### src/design/abm_pkg.sv
package abm_pkg;

  // ***************************************************************
  // Bus constants
  // ***************************************************************
  localparam int ADDR_BITS = 24;
  localparam int DATA_BITS = 16;
  localparam int NARROW_SMALL_BITS = 20;
  localparam int NARROW_LARGE_BITS = 22;
  localparam logic [2:0] SPACE_CPU = 3'h7;
  localparam logic [2:0] SPACE_USER_DATA = 3'h1;
  localparam logic [23:0] ADDR_ALL_HIGH = 24'hff_ffff;
  localparam logic [15:0] DATA_ZERO = 16'h0000;

  // ***************************************************************
  // Types
  // ***************************************************************
  // Kind of cycle requested by the core
  typedef enum logic [1:0] {
    ABM_CYC_READ = 2'b00,
    ABM_CYC_WRITE = 2'b01,
    ABM_CYC_INTACK = 2'b10,
    ABM_CYC_BREAK = 2'b11
  } abm_cyc_t;

  // Request from the core side
  typedef struct packed {
    abm_cyc_t kind;
    logic [23:0] addr;
    logic [15:0] wdata;
    logic [1:0] lanes;
    logic [2:0] space;
    logic [2:0] level;
  } abm_req_t;

  // Sequencer states
  typedef enum logic [1:0] {
    ABM_IDLE = 2'b00,
    ABM_ADDR = 2'b01,
    ABM_WAIT = 2'b10,
    ABM_DONE = 2'b11
  } abm_state_t;

endpackage : abm_pkg

### src/design/abm_lane_mux.sv
`timescale 1ns/1ps
// ***************************************************************
// Lane steering for write data and strobes
// ***************************************************************
module abm_lane_mux (
  // Request
  input wire abm_pkg::abm_req_t req,
  input wire logic eightBit,
  // Steered results
  output logic [15:0] laneData,
  output logic upperSel,
  output logic lowerSel
);
  import abm_pkg::*;

  // Combine lanes into bus values
  always_comb begin
    laneData = req.wdata;
    upperSel = req.lanes[1];
    lowerSel = req.lanes[0];
    if (eightBit) begin
      // Only low lane in narrow mode
      upperSel = 1'b0;
      lowerSel = 1'b1;
      laneData = {req.wdata[7:0], req.wdata[7:0]};
    end else if (req.lanes == 2'b01) begin
      // Byte copy; future parts may drop it
      laneData = {req.wdata[7:0], req.wdata[7:0]};
    end else if (req.lanes == 2'b10) begin
      laneData = {req.wdata[15:8], req.wdata[15:8]};
    end
  end

endmodule : abm_lane_mux

### src/design/abm_bus_master.sv
`timescale 1ns/1ps
// ***************************************************************
// Asynchronous bus master sequencer
// ***************************************************************
module abm_bus_master #(
  parameter int ADDR_W = abm_pkg::ADDR_BITS,
  parameter bit NARROW = 1'b0
) (
  // Clock and reset
  input wire logic clk,
  input wire logic sys_rst,
  // Core request side
  input wire logic reqValid,
  input wire abm_pkg::abm_req_t req,
  input wire logic eightBit,
  output logic reqBusy,
  output logic rspValid,
  output logic [15:0] rspData,
  // Bus pins
  output logic [23:0] word_address_lines,
  output logic addrOe,
  output logic address_strobe_n,
  output logic upper_byte_strobe_n,
  output logic lower_byte_strobe_n,
  output logic readNotWrite,
  output logic ctrlOe,
  output logic [2:0] access_space_code,
  output logic [15:0] dataOut,
  output logic dataOe,
  input wire logic [15:0] dataIn,
  input wire logic transfer_ack_n
);
  import abm_pkg::*;

  // ***************************************************************
  // State
  // ***************************************************************
  abm_state_t state, next_state; // Sequencer state
  abm_req_t held, next_held; // Captured request
  logic [15:0] laneData; // Steered write data
  logic upperSel; // Upper lane wanted
  logic lowerSel; // Lower lane wanted
  logic [23:0] next_addrOut; // Address to drive
  logic next_addrOe; // Address driver enable
  logic next_as; // Address strobe, active low
  logic next_uds; // Upper byte strobe, active low
  logic next_lds; // Lower byte strobe, active low
  logic next_rw; // High for read
  logic next_ctrlOe; // Control driver enable
  logic next_dataOe; // Data driver enable
  logic next_rspValid; // Cycle end pulse
  logic next_busy; // Sequencer occupied
  logic [2:0] next_space; // Access space code
  logic [15:0] next_dataOut; // Write data to drive
  logic [15:0] next_rspData; // Latched read data

  // ***************************************************************
  // Lane steering
  // ***************************************************************
  // Lane steering helper
  abm_lane_mux u_lane (
    .req(held),
    .eightBit(eightBit),
    .laneData(laneData),
    .upperSel(upperSel),
    .lowerSel(lowerSel)
  );

  // ***************************************************************
  // Address helpers
  // ***************************************************************
  // Interrupt acknowledge decode, needed in several places
  function automatic logic is_ack_cycle(input abm_cyc_t k);
    return (k == ABM_CYC_INTACK);
  endfunction : is_ack_cycle

  // Mask address to the variant width
  // Lines above the variant width read as zero
  function automatic logic [23:0] width_mask(input logic [23:0] a);
    logic [23:0] m;
    m = ADDR_ALL_HIGH >> (ADDR_BITS - ADDR_W);
    return a & m;
  endfunction : width_mask

  // Address content for a given cycle
  function automatic logic [23:0] cycle_addr(input abm_req_t r, input logic eb);
    logic [23:0] a;
    // Breakpoint cycles keep the request address except A0 in 16-bit mode
    a = r.addr;
    if (is_ack_cycle(r.kind)) begin
      // Level on A3..A1, everything else high
      a = {ADDR_ALL_HIGH[23:4], r.level, 1'b1};
    end else if (!eb && !NARROW) begin
      // A0 held high in 16-bit mode
      a[0] = 1'b1;
    end
    return width_mask(a);
  endfunction : cycle_addr

  // ***************************************************************
  // Next-state logic
  // ***************************************************************
  // Defaults hold every pin; the response pulse drops on its own
  always_comb begin
    next_state = state;
    next_held = held;
    next_addrOut = word_address_lines;
    next_addrOe = addrOe;
    next_as = address_strobe_n;
    next_uds = upper_byte_strobe_n;
    next_lds = lower_byte_strobe_n;
    next_rw = readNotWrite;
    next_ctrlOe = ctrlOe;
    next_space = access_space_code;
    next_dataOut = dataOut;
    next_dataOe = dataOe;
    next_rspValid = 1'b0;
    next_rspData = rspData;
    next_busy = reqBusy;
    case (state)
      ABM_IDLE: begin
        // Bus released, strobes negated
        // Request taken only here; others wait unseen
        if (reqValid) begin
          next_held = req;
          next_addrOut = cycle_addr(req, eightBit);
          next_addrOe = 1'b1;
          next_ctrlOe = 1'b1;
          next_rw = (req.kind != ABM_CYC_WRITE);
          next_space = is_ack_cycle(req.kind) ? SPACE_CPU : req.space;
          next_busy = 1'b1;
          next_state = ABM_ADDR;
        end
      end
      ABM_ADDR: begin
        // Address stable one cycle before strobe
        next_as = 1'b0;
        next_uds = ~upperSel;
        next_lds = ~lowerSel;
        if (is_ack_cycle(held.kind)) begin
          // Vector lives on low byte
          next_uds = 1'b1;
          next_lds = 1'b0;
        end
        if (held.kind == ABM_CYC_WRITE) begin
          next_dataOut = laneData;
          next_dataOe = 1'b1;
        end
        next_state = ABM_WAIT;
      end
      ABM_WAIT: begin
        // Waits inserted until acknowledge seen
        // No timeout: a silent responder holds the bus
        if (!transfer_ack_n) begin
          if (readNotWrite) begin
            // Narrow mode ignores upper lines
            next_rspData = eightBit ? {8'h00, dataIn[7:0]} : dataIn;
          end
          next_as = 1'b1;
          next_uds = 1'b1;
          next_lds = 1'b1;
          next_rspValid = 1'b1;
          next_state = ABM_DONE;
        end
      end
      ABM_DONE: begin
        // Release lines after strobes negate
        // One cycle of overlap keeps address valid past strobes
        next_addrOe = 1'b0;
        next_ctrlOe = 1'b0;
        next_dataOe = 1'b0;
        next_rw = 1'b1;
        next_busy = 1'b0;
        next_state = ABM_IDLE;
      end
      default: begin
        // Unused code falls back to idle
        next_state = ABM_IDLE;
      end
    endcase
  end

  // ***************************************************************
  // Registers
  // ***************************************************************
  always_ff @(posedge clk) begin
    if (sys_rst) begin
      // Bus idle: strobes negated, drivers off
      state <= ABM_IDLE;
      held <= '0;
      word_address_lines <= ADDR_ALL_HIGH;
      addrOe <= 1'b0;
      address_strobe_n <= 1'b1;
      upper_byte_strobe_n <= 1'b1;
      lower_byte_strobe_n <= 1'b1;
      readNotWrite <= 1'b1;
      ctrlOe <= 1'b0;
      access_space_code <= SPACE_USER_DATA;
      dataOut <= DATA_ZERO;
      dataOe <= 1'b0;
      rspValid <= 1'b0;
      rspData <= DATA_ZERO;
      reqBusy <= 1'b0;
    end else begin
      // Register the next values
      state <= next_state;
      held <= next_held;
      word_address_lines <= next_addrOut;
      addrOe <= next_addrOe;
      address_strobe_n <= next_as;
      upper_byte_strobe_n <= next_uds;
      lower_byte_strobe_n <= next_lds;
      readNotWrite <= next_rw;
      ctrlOe <= next_ctrlOe;
      access_space_code <= next_space;
      dataOut <= next_dataOut;
      dataOe <= next_dataOe;
      rspValid <= next_rspValid;
      rspData <= next_rspData;
      reqBusy <= next_busy;
    end
  end

endmodule : abm_bus_master

### config.mk
export PLATFORM = sky130hd
export DESIGN_NAME = abm_bus_master
export DESIGN_NICKNAME = d
export VERILOG_FILES = /design/src/design/abm_pkg.sv /design/src/design/abm_lane_mux.sv /design/src/design/abm_bus_master.sv
export SDC_FILE = /design/constraint.sdc
export NUM_CORES = 1
export LEC_CHECK = 0
export ABC_CLOCK_PERIOD_IN_PS = 1400
export BUFFER_PORTS_ARGS = -buffer_cell sky130_fd_sc_hd__buf_2
export CAP_MARGIN = 10
export CORE_UTILIZATION = 47
export CTS_CLUSTER_DIAMETER = 200
export DETAILED_ROUTE_END_ITERATION = 16
export PLACE_DENSITY = 0.75
export SLEW_MARGIN = 5
export SYNTH_ARGS = -nofsm -noshare
export SYNTH_HDL_FRONTEND = slang
export SYNTH_HIERARCHICAL = 1
export SYNTH_SLANG_ARGS = --single-unit
export TNS_END_PERCENT = 20
### constraint.sdc
create_clock -name clk -period 1.4 [get_ports clk]
set_input_delay 0.28 -clock clk [delete_from_list [all_inputs] [get_ports clk]]
set_output_delay 0.28 -clock clk [all_outputs]
set_load 0.02 [all_outputs]
==> Word-level counts from Yosys, hierarchy flattened <==
Cells that the tools add are included.
{ "classes": {"eq_ne": 12, "muxes": 26, "n_bitwise": 4, "n_reduce_logical": 12} }
{ "ops": {"columns": ["op", "count"], "rows": [
  ["two-way mux 16 bit", 3],
  ["two-way mux 23 bit", 1],
  ["case mux 1 bit (2 select lines)", 6],
  ["AND reduction 2 bit", 6],
  ["two-way mux 1 bit", 11],
  ["equality test 2 bit (second input constant)", 5],
  ["two-way mux 8 bit", 1],
  ["case mux 2 bit (4 select lines)", 1],
  ["equality test 2 x 1 -> 1 bit (second input constant)", 3],
  ["!= test 2 bit (second input constant)", 3],
  ["nonzero test 2 bit", 3],
  ["two-way mux 2 bit", 2],
  ["NOT 1 bit", 4],
  ["two-way mux 3 bit", 1],
  ["AND reduction 3 bit", 1],
  ["zero test 2 bit", 1],
  ["!= test 2 x 1 -> 1 bit (second input constant)", 1],
  ["OR reduction 2 bit", 1]
]} }
{ "word_totals": {"reg_bits": 88, "in_bits": 71, "word_cells": 69} }

==> Logic depth before layout (Yosys ltp) <==
Gate-level depths: netlist (run 1).
{ "depth": {"depth_word": 4, "ltp_mapped": 8, "depth_no_buf": 5} }

==> Hierarchy <==
Netlist (run 1), hierarchy kept.
{ "by_module_without_submodules": {"columns": ["module", "n_inst", "cells_per_inst", "area_each_um2", "seq_area_each_um2"], "rows": [
  ["abm_bus_master", 1, 535, 4455.5, 2362.3],
  ["abm_lane_mux", 1, 21, 232.7, 0.0]
]} }

==> Worst setup path before layout (run 1) <==
OpenSTA, ideal clock, no wires.
{ "synth_timing": {"path_type": "reg2reg", "from": "register state[0]", "to": "register lower_byte_strobe_n", "setup_ns": 0.114, "arrival_ns": 1.347, "t_required_ns": 1.286, "slack_ns": -0.061, "stages_incl_launch_ff": 6, "n_path_buf": 0, "synth_period_minus_slack_ns": 1.461, "path_cell_list": "dfxtp_1 > inv_1 > ha_1 > nor2b_1 > or3_1 > a21o_1"} }
{ "synth_between": {"elab_chain_cells": 3} }
{ "synth_rtl": {"columns": ["element", "line_no", "text"], "rows": [
  ["start, declared", "abm_bus_master.sv:38", "abm_state_t state, next_state;"],
  ["start signal, assigned", "abm_bus_master.sv:206", "state <= next_state;"],
  ["equality test 2 bit / equality test 2 x 1 -> 1 bit (equally long branches)", "abm_bus_master.sv:120", "case (state)"],
  ["!= test 2 bit (no line) / nonzero test 2 bit (equally long branches)", null, null],
  ["AND reduction 2 bit (no line)", null, null],
  ["end signal, assigned", "abm_bus_master.sv:212", "lower_byte_strobe_n <= next_lds;"],
  ["end, declared", "abm_bus_master.sv:24", "output logic lower_byte_strobe_n,"]
]} }
Several ways; a longest one is shown, not always the timed one.
A chain may end at the register's enable or synchronous reset.

==> Worst setup path after layout (run 1) <==
{ "layout_timing": {"from": "register state[1]", "to": "register lower_byte_strobe_n"} }
Same word-level chain as after synthesis.

==> flow_summary.json, run 1 <==
{
  "status": "finished, final reports clean",
  "antenna_found_initial": 0,
  "num_antenna_cells": 0,
  "critPathArrivalTime_ns": 1.63,
  "routed_via_density": 5.063,
  "die_area_sq_mm": 0.008207,
  "max_freq_mhz": 723.5,
  "worstSetupEndpointType": "flop",
  "drt-pass1-iter-count": 4,
  "hold-worst-slack_ns": 0.1516,
  "pre_cts_slack_ns": -0.1254,
  "worstSkewPairLatency_ns": 0.35,
  "clockBufferDepth": 2,
  "fin_ws_ns": 0.01787,
  "cts_hold_buf": 0,
  "period_minus_slack_ns": 1.382,
  "tritoncts": "done",
  "fin_skew_ns": 0.01435,
  "overflow": 0,
  "critPathMaxFanout": 6,
  "maxCapViolCount": 0,
  "syn_to_final_growth_pct": 31.51,
  "worst_pin_slew_ns": 0.3061,
  "required_ns": 1.65,
  "postCtsSetupRepairBufs": 0,
  "drt-total-wl_um": 9008,
  "finalHoldViolations": 0,
  "grt_pass1_vias": 3233,
  "ios": 139,
  "drt_iter0_drc": 94,
  "ir_drop_uv": 951.0,
  "grt_max_degree": 57,
  "gp_congestion": 0.7637,
  "port_buffers": 138,
  "avgRoutedWirePerCell_um": 13.42,
  "p_per_area_mw_per_mm2": 1582,
  "drc_errors": 0,
  "grtUsageTotal_pct": 21.52,
  "drt.antenna.violating_nets": 0,
  "drive_gt1_share_pct": 37.41,
  "syn-cell-area_sq_mm": 0.003689,
  "finalCritPeriodShare_pct": 98.72,
  "slew_viol_final": 0,
  "hpwl_um": 6195,
  "core_sq_mm": 0.007408,
  "rsz0062_at_grt": "yes",
  "fp.dieH_um": 90.59,
  "start_util_pct": 49.79,
  "p_leak_nw": 2.154,
  "critPathKind": "flop to flop",
  "die_width_um": 90.59,
  "cts_buffers": 9,
  "min_path_type": "input port to flop",
  "synth_fp_nets": 510,
  "grt_pass1_wl_um": 14410,
  "synthCells": 432,
  "clock-root-buffer": "clkbuf_8",
  "worstSetupStartpointType": "flop",
  "max_slew_margin_pct": 79.55,
  "clock-sinks": 88,
  "htreeDepth": 3,
  "vias": 3397,
  "nets": 645,
  "synth.avg_cell_area_sq_um": 8.538,
  "yosysWarningCount": 6,
  "clk_pin_slew_ns": 0.09,
  "rows": 31,
  "setup_viol": 0
}
==> sequential cells by signal, summed over array words and instances, names as in the netlist <==
| signal | count |
|---|---|
| word_address_lines | 24 |
| held | 20 |
| dataOut | 16 |
| rspData | 16 |
| access_space_code | 3 |
| state | 2 |
| address_strobe_n | 1 |
| ctrlOe | 1 |
| dataOe | 1 |
| lower_byte_strobe_n | 1 |
| readNotWrite | 1 |
| rspValid | 1 |
| upper_byte_strobe_n | 1 |
==> final cells by class <==
class | instances | area (sq um)
Clock inverter | 7 | 77.57
Clock buffer | 9 | 123.9
Fill cell | 663 | 2557
Multi-Input combinational cell | 304 | 1760
Tap cell | 99 | 123.9
Timing Repair Buffer | 160 | 985.9
Inverter | 4 | 15.01
Sequential cell | 88 | 1764
==> worst max-delay path, cell delays in order, from the launching register on <==
cell	delay, ns
dfxtp_2	0.33
buf_4	0.15
ha_4	0.17
nor2b_1	0.13
or3_1	0.35
a21o_1	0.16
==> metrics by stage <==
step / util (%) / power (mW) / TNS (ns) / cell area, sq um / std cells
6_report: 65.48 / 7.673 / 0 / 4851 / 671
5_1_grt: 65.48 / 8.157 / -0.07298 / 4851 / 671
4_1_cts: 64.50 / 7.537 / -0.09003 / 4778 / 669
3_5_place_dp: 61.65 / 5.730 / -1.762 / 4567 / 653
3_3_place_gp: 61.65 / 5.652 / -0.7836 / 4567 / 653
2_1_floorplan: - / 4.887 / 0 / 3692 / 432
==> path summary, 6_finish.rpt <==
kind	end	slack, ns	cells past startpoint	startpoint
worst min register to register	rspData[5]$_SDFFE_PP0P_	0.46	2	rspData[5]$_SDFFE_PP0P_
worst max-delay path	lower_byte_strobe_n$_SDFFE_PP1P_	0.02	5	state[1]$_SDFFE_PP0P_
worst min-delay path	rspValid$_SDFF_PP0_	0.15	2	transfer_ack_n
worst max register to register	lower_byte_strobe_n$_SDFFE_PP1P_	0.02	5	state[1]$_SDFFE_PP0P_
==> cell usage in the layout (no fill, tap or decap), drive strengths merged, types with 4 or more instances in the layout <==
master	n
a21oi	61
buf	159
clkbuf	10
dfxtp	88
ha	7
inv	7
mux2	16
nand2	99
nand3b	10
nor2	29
nor2b	4
nor3	29
o21bai	25
==> routing by layer <==
metal  track usage (%)  vias to the layer above  routed length (um)
li1                  -                     1707                   -
met1             25.95                     1553                3914
met2             37.18                      129                4305
met3             5.303                        8                 690
met4             7.258                        0                  97
met5                 0                        -                   0
==> timing repair <==
item                                    in CTS  in global routing
gates resized for setup                      4                 11
cloned                                       0                  2
endpoints found under the setup margin      36                 75
==> power breakdown <==
group          leakage [nW]  switching (mW)  internal, mW
logic                  1.34            1.54          1.22
clock network         0.101           0.944         0.844
registers             0.718           0.241          2.88
total                  2.15            2.73          4.95
(Power assumes the default switching activity.)
==> run 2: changes to the inputs <==
- CTS_BUF_LIST: not set -> sky130_fd_sc_hd__clkbuf_16
- SLEW_MARGIN: 5 -> not set
==> run 2 against run 1 <==
Global-route usage rose by 0.076 points. Combinational power barely moved. Cell count did not move. Non-clock buffer count did not move. Sequential share of layout area fell by 0.81 points. Register-to-register slack got worse by 0.02 ns. Fmax fell by 1.3%. Wire length rose by 0.69%. Via count rose by 0.32%. Critical path depth did not move. First-iteration DRC count fell by 9.6%. Critical endpoint unchanged.
==> flow_summary.json, run 2 (synthesis gave the netlist of run 1 again) <==
{
  "status": "finished, final reports clean",
  "drt-total-wl_um": 9070,
  "slowest_delay_ns": 0.36,
  "p_clk_share_pct": 29.0,
  "core_sq_mm": 0.007408,
  "cts_hold_buf": 0,
  "crit_chain": "buf_4, ha_4, nor2b_1, or3_1, a21o_1",
  "cts_buffers": 9,
  "vias": 3408,
  "min_path_type": "input port to flop",
  "tritoncts": "done",
  "largest_reg_flops": 24,
  "min_path_cells": 2,
  "worst_pin_slew_ns": 0.3068,
  "clockBufferDepth": 2,
  "rows": 31,
  "critPathMaxFanout": 6,
  "p_sw_share_pct": 33.71,
  "grt_pass1_vias": 3258,
  "fin_skew_ns": 0.008277,
  "drt_iter0_drc": 85,
  "slew_viol_final": 0,
  "reg_top3": "word_address_lines: 24 flops, held: 20 flops",
  "utilization_pct": 66.91,
  "reg2regPathDepth": 5,
  "antenna_found_initial": 0,
  "grtUsageTotal_pct": 21.59,
  "clock-sinks": 88,
  "required_ns": 1.63,
  "die_area_sq_mm": 0.008207,
  "worst_r2r_endpoint": "lower_byte_strobe_n$_SDFFE_PP1P_",
  "fin_ws_ns": 0.0003541,
  "avgRoutedWirePerCell_um": 13.52,
  "nets": 645,
  "worstSetupEndpointType": "flop",
  "max_slew_margin_pct": 79.50,
  "period_minus_slack_ns": 1.400,
  "maxCapViolCount": 0,
  "regMostFlops": "word_address_lines",
  "pwr-share-comb_pct": 33.4,
  "crit_slowest_cell": "or3_1",
  "htreeDepth": 3,
  "num_antenna_cells": 0,
  "final_common_cell": "buf_2",
  "clock-root-buffer": "clkbuf_16",
  "routed_via_density": 5.079,
  "totalPowerFinal_mw": 8.304,
  "critPathArrivalTime_ns": 1.63,
  "worstSkewPairLatency_ns": 0.33,
  "start_util_pct": 49.79,
  "finalCritPeriodShare_pct": 99.97,
  "die_width_um": 90.59,
  "max_freq_mhz": 714.5,
  "hpwl_um": 6195,
  "overflow": 0,
  "drc_errors": 0,
  "finalHoldViolations": 0,
  "fp.dieH_um": 90.59,
  "syn_to_final_growth_pct": 34.40,
  "ios": 139,
  "clk_pin_slew_ns": 0.06,
  "drt-pass1-iter-count": 4,
  "p_leak_nw": 2.201,
  "hp-start": "transfer_ack_n",
  "ir_drop_uv": 1042,
  "drt.antenna.violating_nets": 0,
  "mostFrequentLayoutCells": "138 x buf_2, 98 x nand2_1, 87 x dfxtp_1",
  "r2r_slack_ns": 0.0004,
  "hold_end": "rspValid$_SDFF_PP0_",
  "place_inst": 653,
  "grt_pass1_wl_um": 14540,
  "port_buffers": 138,
  "pre_cts_slack_ns": -0.1254,
  "p_per_area_mw_per_mm2": 1675,
  "tns_ns": 0,
  "r2r-start": "state[1]$_SDFFE_PP0P_",
  "switchingPower_mw": 2.799,
  "placedInstanceArea_sq_mm": 0.004567,
  "gp_congestion": 0.7637,
  "grt_max_degree": 57,
  "internal_power_mw": 5.505,
  "hold-worst-slack_ns": 0.1729,
  "critPathKind": "flop to flop",
  "drive_gt1_share_pct": 37.41,
  "fin_area_sq_mm": 0.004957,
  "worstSetupStartpointType": "flop",
  "seqPwrFrac_pct": 37.6,
  "rsz0062_at_grt": "yes",
  "postCtsSetupRepairBufs": 0,
  "setup_viol": 0,
  "instances_no_fill": 671
}
run 2: worst max-delay path by stage:
stage,startpoint,slack [ns],endpoint,cells after the start
CTS,state[0]$_SDFFE_PP0P_,-0.04,lower_byte_strobe_n$_SDFFE_PP1P_,5
detailed placement,state[1]$_SDFFE_PP0P_,-0.13,dataOut[14]$_SDFFE_PP0P_,5
global placement,state[1]$_SDFFE_PP0P_,-0.06,dataOut[9]$_SDFFE_PP0P_,5
global route,held[6]$_SDFFE_PP0P_,-0.03,dataOut[12]$_SDFFE_PP0P_,5
finish,state[1]$_SDFFE_PP0P_,0.0004,lower_byte_strobe_n$_SDFFE_PP1P_,5
floorplan,state[1]$_SDFFE_PP0P_,0.03,held[48]$_SDFFE_PP0P_,8
run 2: what timing repair did:
action	CTS	global route
endpoints found under the setup margin	38	73
pin swaps	0	1
cloned	0	2
gates resized for setup	4	11
run 2: area by class of cell:
class	count	area, sq um
fillers	644	2451
well taps	99	123.9
repair buffers	160	985.9
inverters	4	15.01
multi-input cells	304	1767
clock buffers	9	225.2
flip-flops and latches	88	1763
clock inverters	7	77.57
run 2: per-layer routing:
metal	up-vias	global-route usage (%)	part of all wire (%)
li1	1714	-	-
met5	-	0	0
met2	120	37.56	49
met4	0	6.183	0.72
met3	6	6.145	7.9
met1	1568	25.75	42
run 2: power groups by stage:
stage	Clock (mW)	Combinational (mW)	Sequential [mW]
detailed placement	0	2.57	3.16
floorplan	0	1.47	3.41
global placement	0	2.51	3.14
CTS	2.46	2.60	3.12
global route	2.57	3.05	3.17
finish	2.41	2.77	3.12
run 2: critical path, delay by kind of cell (launching register included):
| kind | cells | cell delay [ns] |
|---|---|---|
| AO/OA/AOI/OAI | 1 | 0.16 |
| AND/OR/NAND/NOR | 2 | 0.50 |
| flip-flops | 1 | 0.32 |
| buffers and inverters | 1 | 0.15 |
| adder cells (fa/ha/maj) | 1 | 0.17 |
==> run 3: changes to the inputs <==
- SETUP_SLACK_MARGIN: not set -> 0.1
- SKIP_LAST_GASP: not set -> 1
==> run 3 against run 2 <==
Hold slack improved by 0.0028 ns. Global-route usage rose by 1.1 points. Final area grew 5.6%. First-iteration DRC count increased by 8.2%. Clock-buffer cell count stayed put. Critical path type unchanged.
==> flow_summary.json, run 3 (synthesis gave the netlist of run 1 again) <==
{
  "rsz0062_at_grt": "yes",
  "tritoncts": "done",
  "crit_slowest_cell": "dfxtp_2",
  "min_path_type": "input port to flop",
  "setup_viol": 0,
  "met3_usage_pct": 5.556,
  "syn_to_final_growth_pct": 41.89,
  "cts_hold_buf": 0,
  "finalHoldViolations": 0,
  "vias": 3544,
  "utilization_pct": 70.65,
  "slowest_delay_ns": 0.33,
  "ios": 139,
  "reg2regPathDepth": 5,
  "critPathArrivalTime_ns": 1.61,
  "largest_reg_flops": 24,
  "drt_iter0_drc": 92,
  "reg_top3": "word_address_lines: 24 flops, held: 20 flops",
  "grt.busiest_layer": "met2",
  "critPathKind": "flop to flop",
  "clockBufferDepth": 2,
  "routed_via_density": 5.227,
  "worst_pin_slew_ns": 0.2571,
  "crit_chain": "or2_4, nor2_8, mux2_4, nand2_2, a21oi_2",
  "maxCapViolCount": 0,
  "avgRoutedWirePerCell_um": 14.49,
  "drt.antenna.violating_nets": 0,
  "die_width_um": 90.59,
  "place_inst": 649,
  "p_leak_nw": 2.294,
  "rows": 31,
  "hp-start": "req[14]",
  "grt_max_degree": 30,
  "worstSetupEndpointType": "flop",
  "min_path_cells": 3,
  "hpwl_um": 6387,
  "drive_gt1_share_pct": 43.01,
  "critPathMaxFanout": 8,
  "num_antenna_cells": 0,
  "antenna_found_initial": 0,
  "nets": 652,
  "port_buffers": 138,
  "gp_congestion": 0.8032,
  "fin_skew_ns": 0.007265,
  "die_area_sq_mm": 0.008207,
  "grt_pass1_wl_um": 15060,
  "start_util_pct": 49.79,
  "overflow": 0,
  "max_freq_mhz": 727.0,
  "worstSkewPairLatency_ns": 0.34,
  "regMostFlops": "word_address_lines",
  "clk_pin_slew_ns": 0.07,
  "cts_buffers": 9,
  "fin_ws_ns": 0.02452,
  "max_slew_margin_pct": 82.62,
  "clock-sinks": 88,
  "r2r-start": "held[6]$_SDFFE_PP0P_",
  "grt_use_met2_pct": 38.57,
  "use_met1_pct": 27.33,
  "status": "finished, final reports clean",
  "clock-root-buffer": "clkbuf_16",
  "hold_end": "held[14]$_SDFFE_PP0P_",
  "core_sq_mm": 0.007408,
  "fillers": 594,
  "grtUsageTotal_pct": 22.71,
  "drt-pass1-iter-count": 4,
  "required_ns": 1.63,
  "instances_no_fill": 678,
  "p_per_area_mw_per_mm2": 1676,
  "ir_drop_uv": 1064,
  "finalCritPeriodShare_pct": 98.25,
  "slew_viol_final": 0,
  "final_common_cell": "buf_2",
  "pre_cts_slack_ns": -0.1143,
  "worstSetupStartpointType": "flop",
  "period_minus_slack_ns": 1.375,
  "mostFrequentLayoutCells": "138 x buf_2, 90 x nand2_1, 84 x dfxtp_1",
  "grt_pass1_vias": 3332,
  "worst_r2r_endpoint": "dataOut[0]$_SDFFE_PP0P_",
  "r2r_slack_ns": 0.02,
  "htreeDepth": 3,
  "fp.dieH_um": 90.59,
  "drt-total-wl_um": 9826,
  "drc_errors": 0
}
run 3: changes by cell type in the layout (fill, tap and decap cells not counted), moves of 6 or more:
cell,previous run,this run
nor3_2,1,7
nor3_1,28,21
mux2_2,16,6
nand2_2,0,8
nand2_1,98,90
mux2_4,0,10
run 3: layout make-up:
cell class / count / area [sq um] / area share [%]
clock buffers: 9 / 225.2 / 4.303
clock inverters: 7 / 80.08 / 1.530
inverters: 4 / 22.52 / 0.4303
multi-input cells: 303 / 1897 / 36.24
flip-flops and latches: 88 / 1772 / 33.85
well taps: 99 / 123.9 / 2.367
repair buffers: 168 / 1114 / 21.28
run 3: critical path, delay by kind of cell, from the launching register on:
family / cells / cell delay, ns
AND/OR/NAND/NOR: 3 / 0.56
AO/OA/AOI/OAI: 1 / 0.05
flip-flops: 1 / 0.33
multiplexers: 1 / 0.33
run 3: how the worst max path moves through the flow:
stage / from / to / slack, ns / depth (start not counted)
CTS: state[0]$_SDFFE_PP0P_ / lower_byte_strobe_n$_SDFFE_PP1P_ / 0.03 / 5
detailed placement: state[0]$_SDFFE_PP0P_ / rspData[9]$_SDFFE_PP0P_ / -0.11 / 5
finish: held[6]$_SDFFE_PP0P_ / dataOut[0]$_SDFFE_PP0P_ / 0.02 / 5
global placement: state[0]$_SDFFE_PP0P_ / rspData[11]$_SDFFE_PP0P_ / -0.07 / 5
global route: held[6]$_SDFFE_PP0P_ / dataOut[7]$_SDFFE_PP0P_ / 0.008 / 5
floorplan: state[0]$_SDFFE_PP0P_ / held[48]$_SDFFE_PP0P_ / 0.09 / 8
run 3: where the power goes:
group	internal, mW	leakage [nW]	total (mW)	switching [mW]
Combinational	1.48	1.43	3.16	1.68
Sequential	2.90	0.720	3.18	0.277
Clock	1.40	0.150	2.44	1.03
run 3: per-stage QoR:
stage                     total power, mW  hold slack (ns)  TNS (ns)  cell area [sq um]
after detailed placement            5.666           0.4390    -2.177               4551
after CTS                           8.318           0.1692         0               4996
after global routing                9.201           0.1663         0               5234
after global placement              5.604           0.4328   -0.9005               4551
final                               8.771           0.1757         0               5234
after floorplan                     4.920           0.3561         0               3706
run 3: timing repair:
action	in CTS	in global routing
buffers inserted	8	2
setup endpoints to repair	83	79
gates cloned	0	3
pin swaps	5	8
resized for setup	20	40
run 3: metal layers:
| layer | share of wire, % | wire (um) | up-vias |
|---|---|---|---|
| met5 | 0 | 0 | - |
| met4 | 1.6 | 154 | 0 |
| met3 | 7.1 | 694 | 15 |
| met2 | 49 | 4774 | 146 |
| met1 | 43 | 4202 | 1647 |
| li1 | - | - | 1736 |
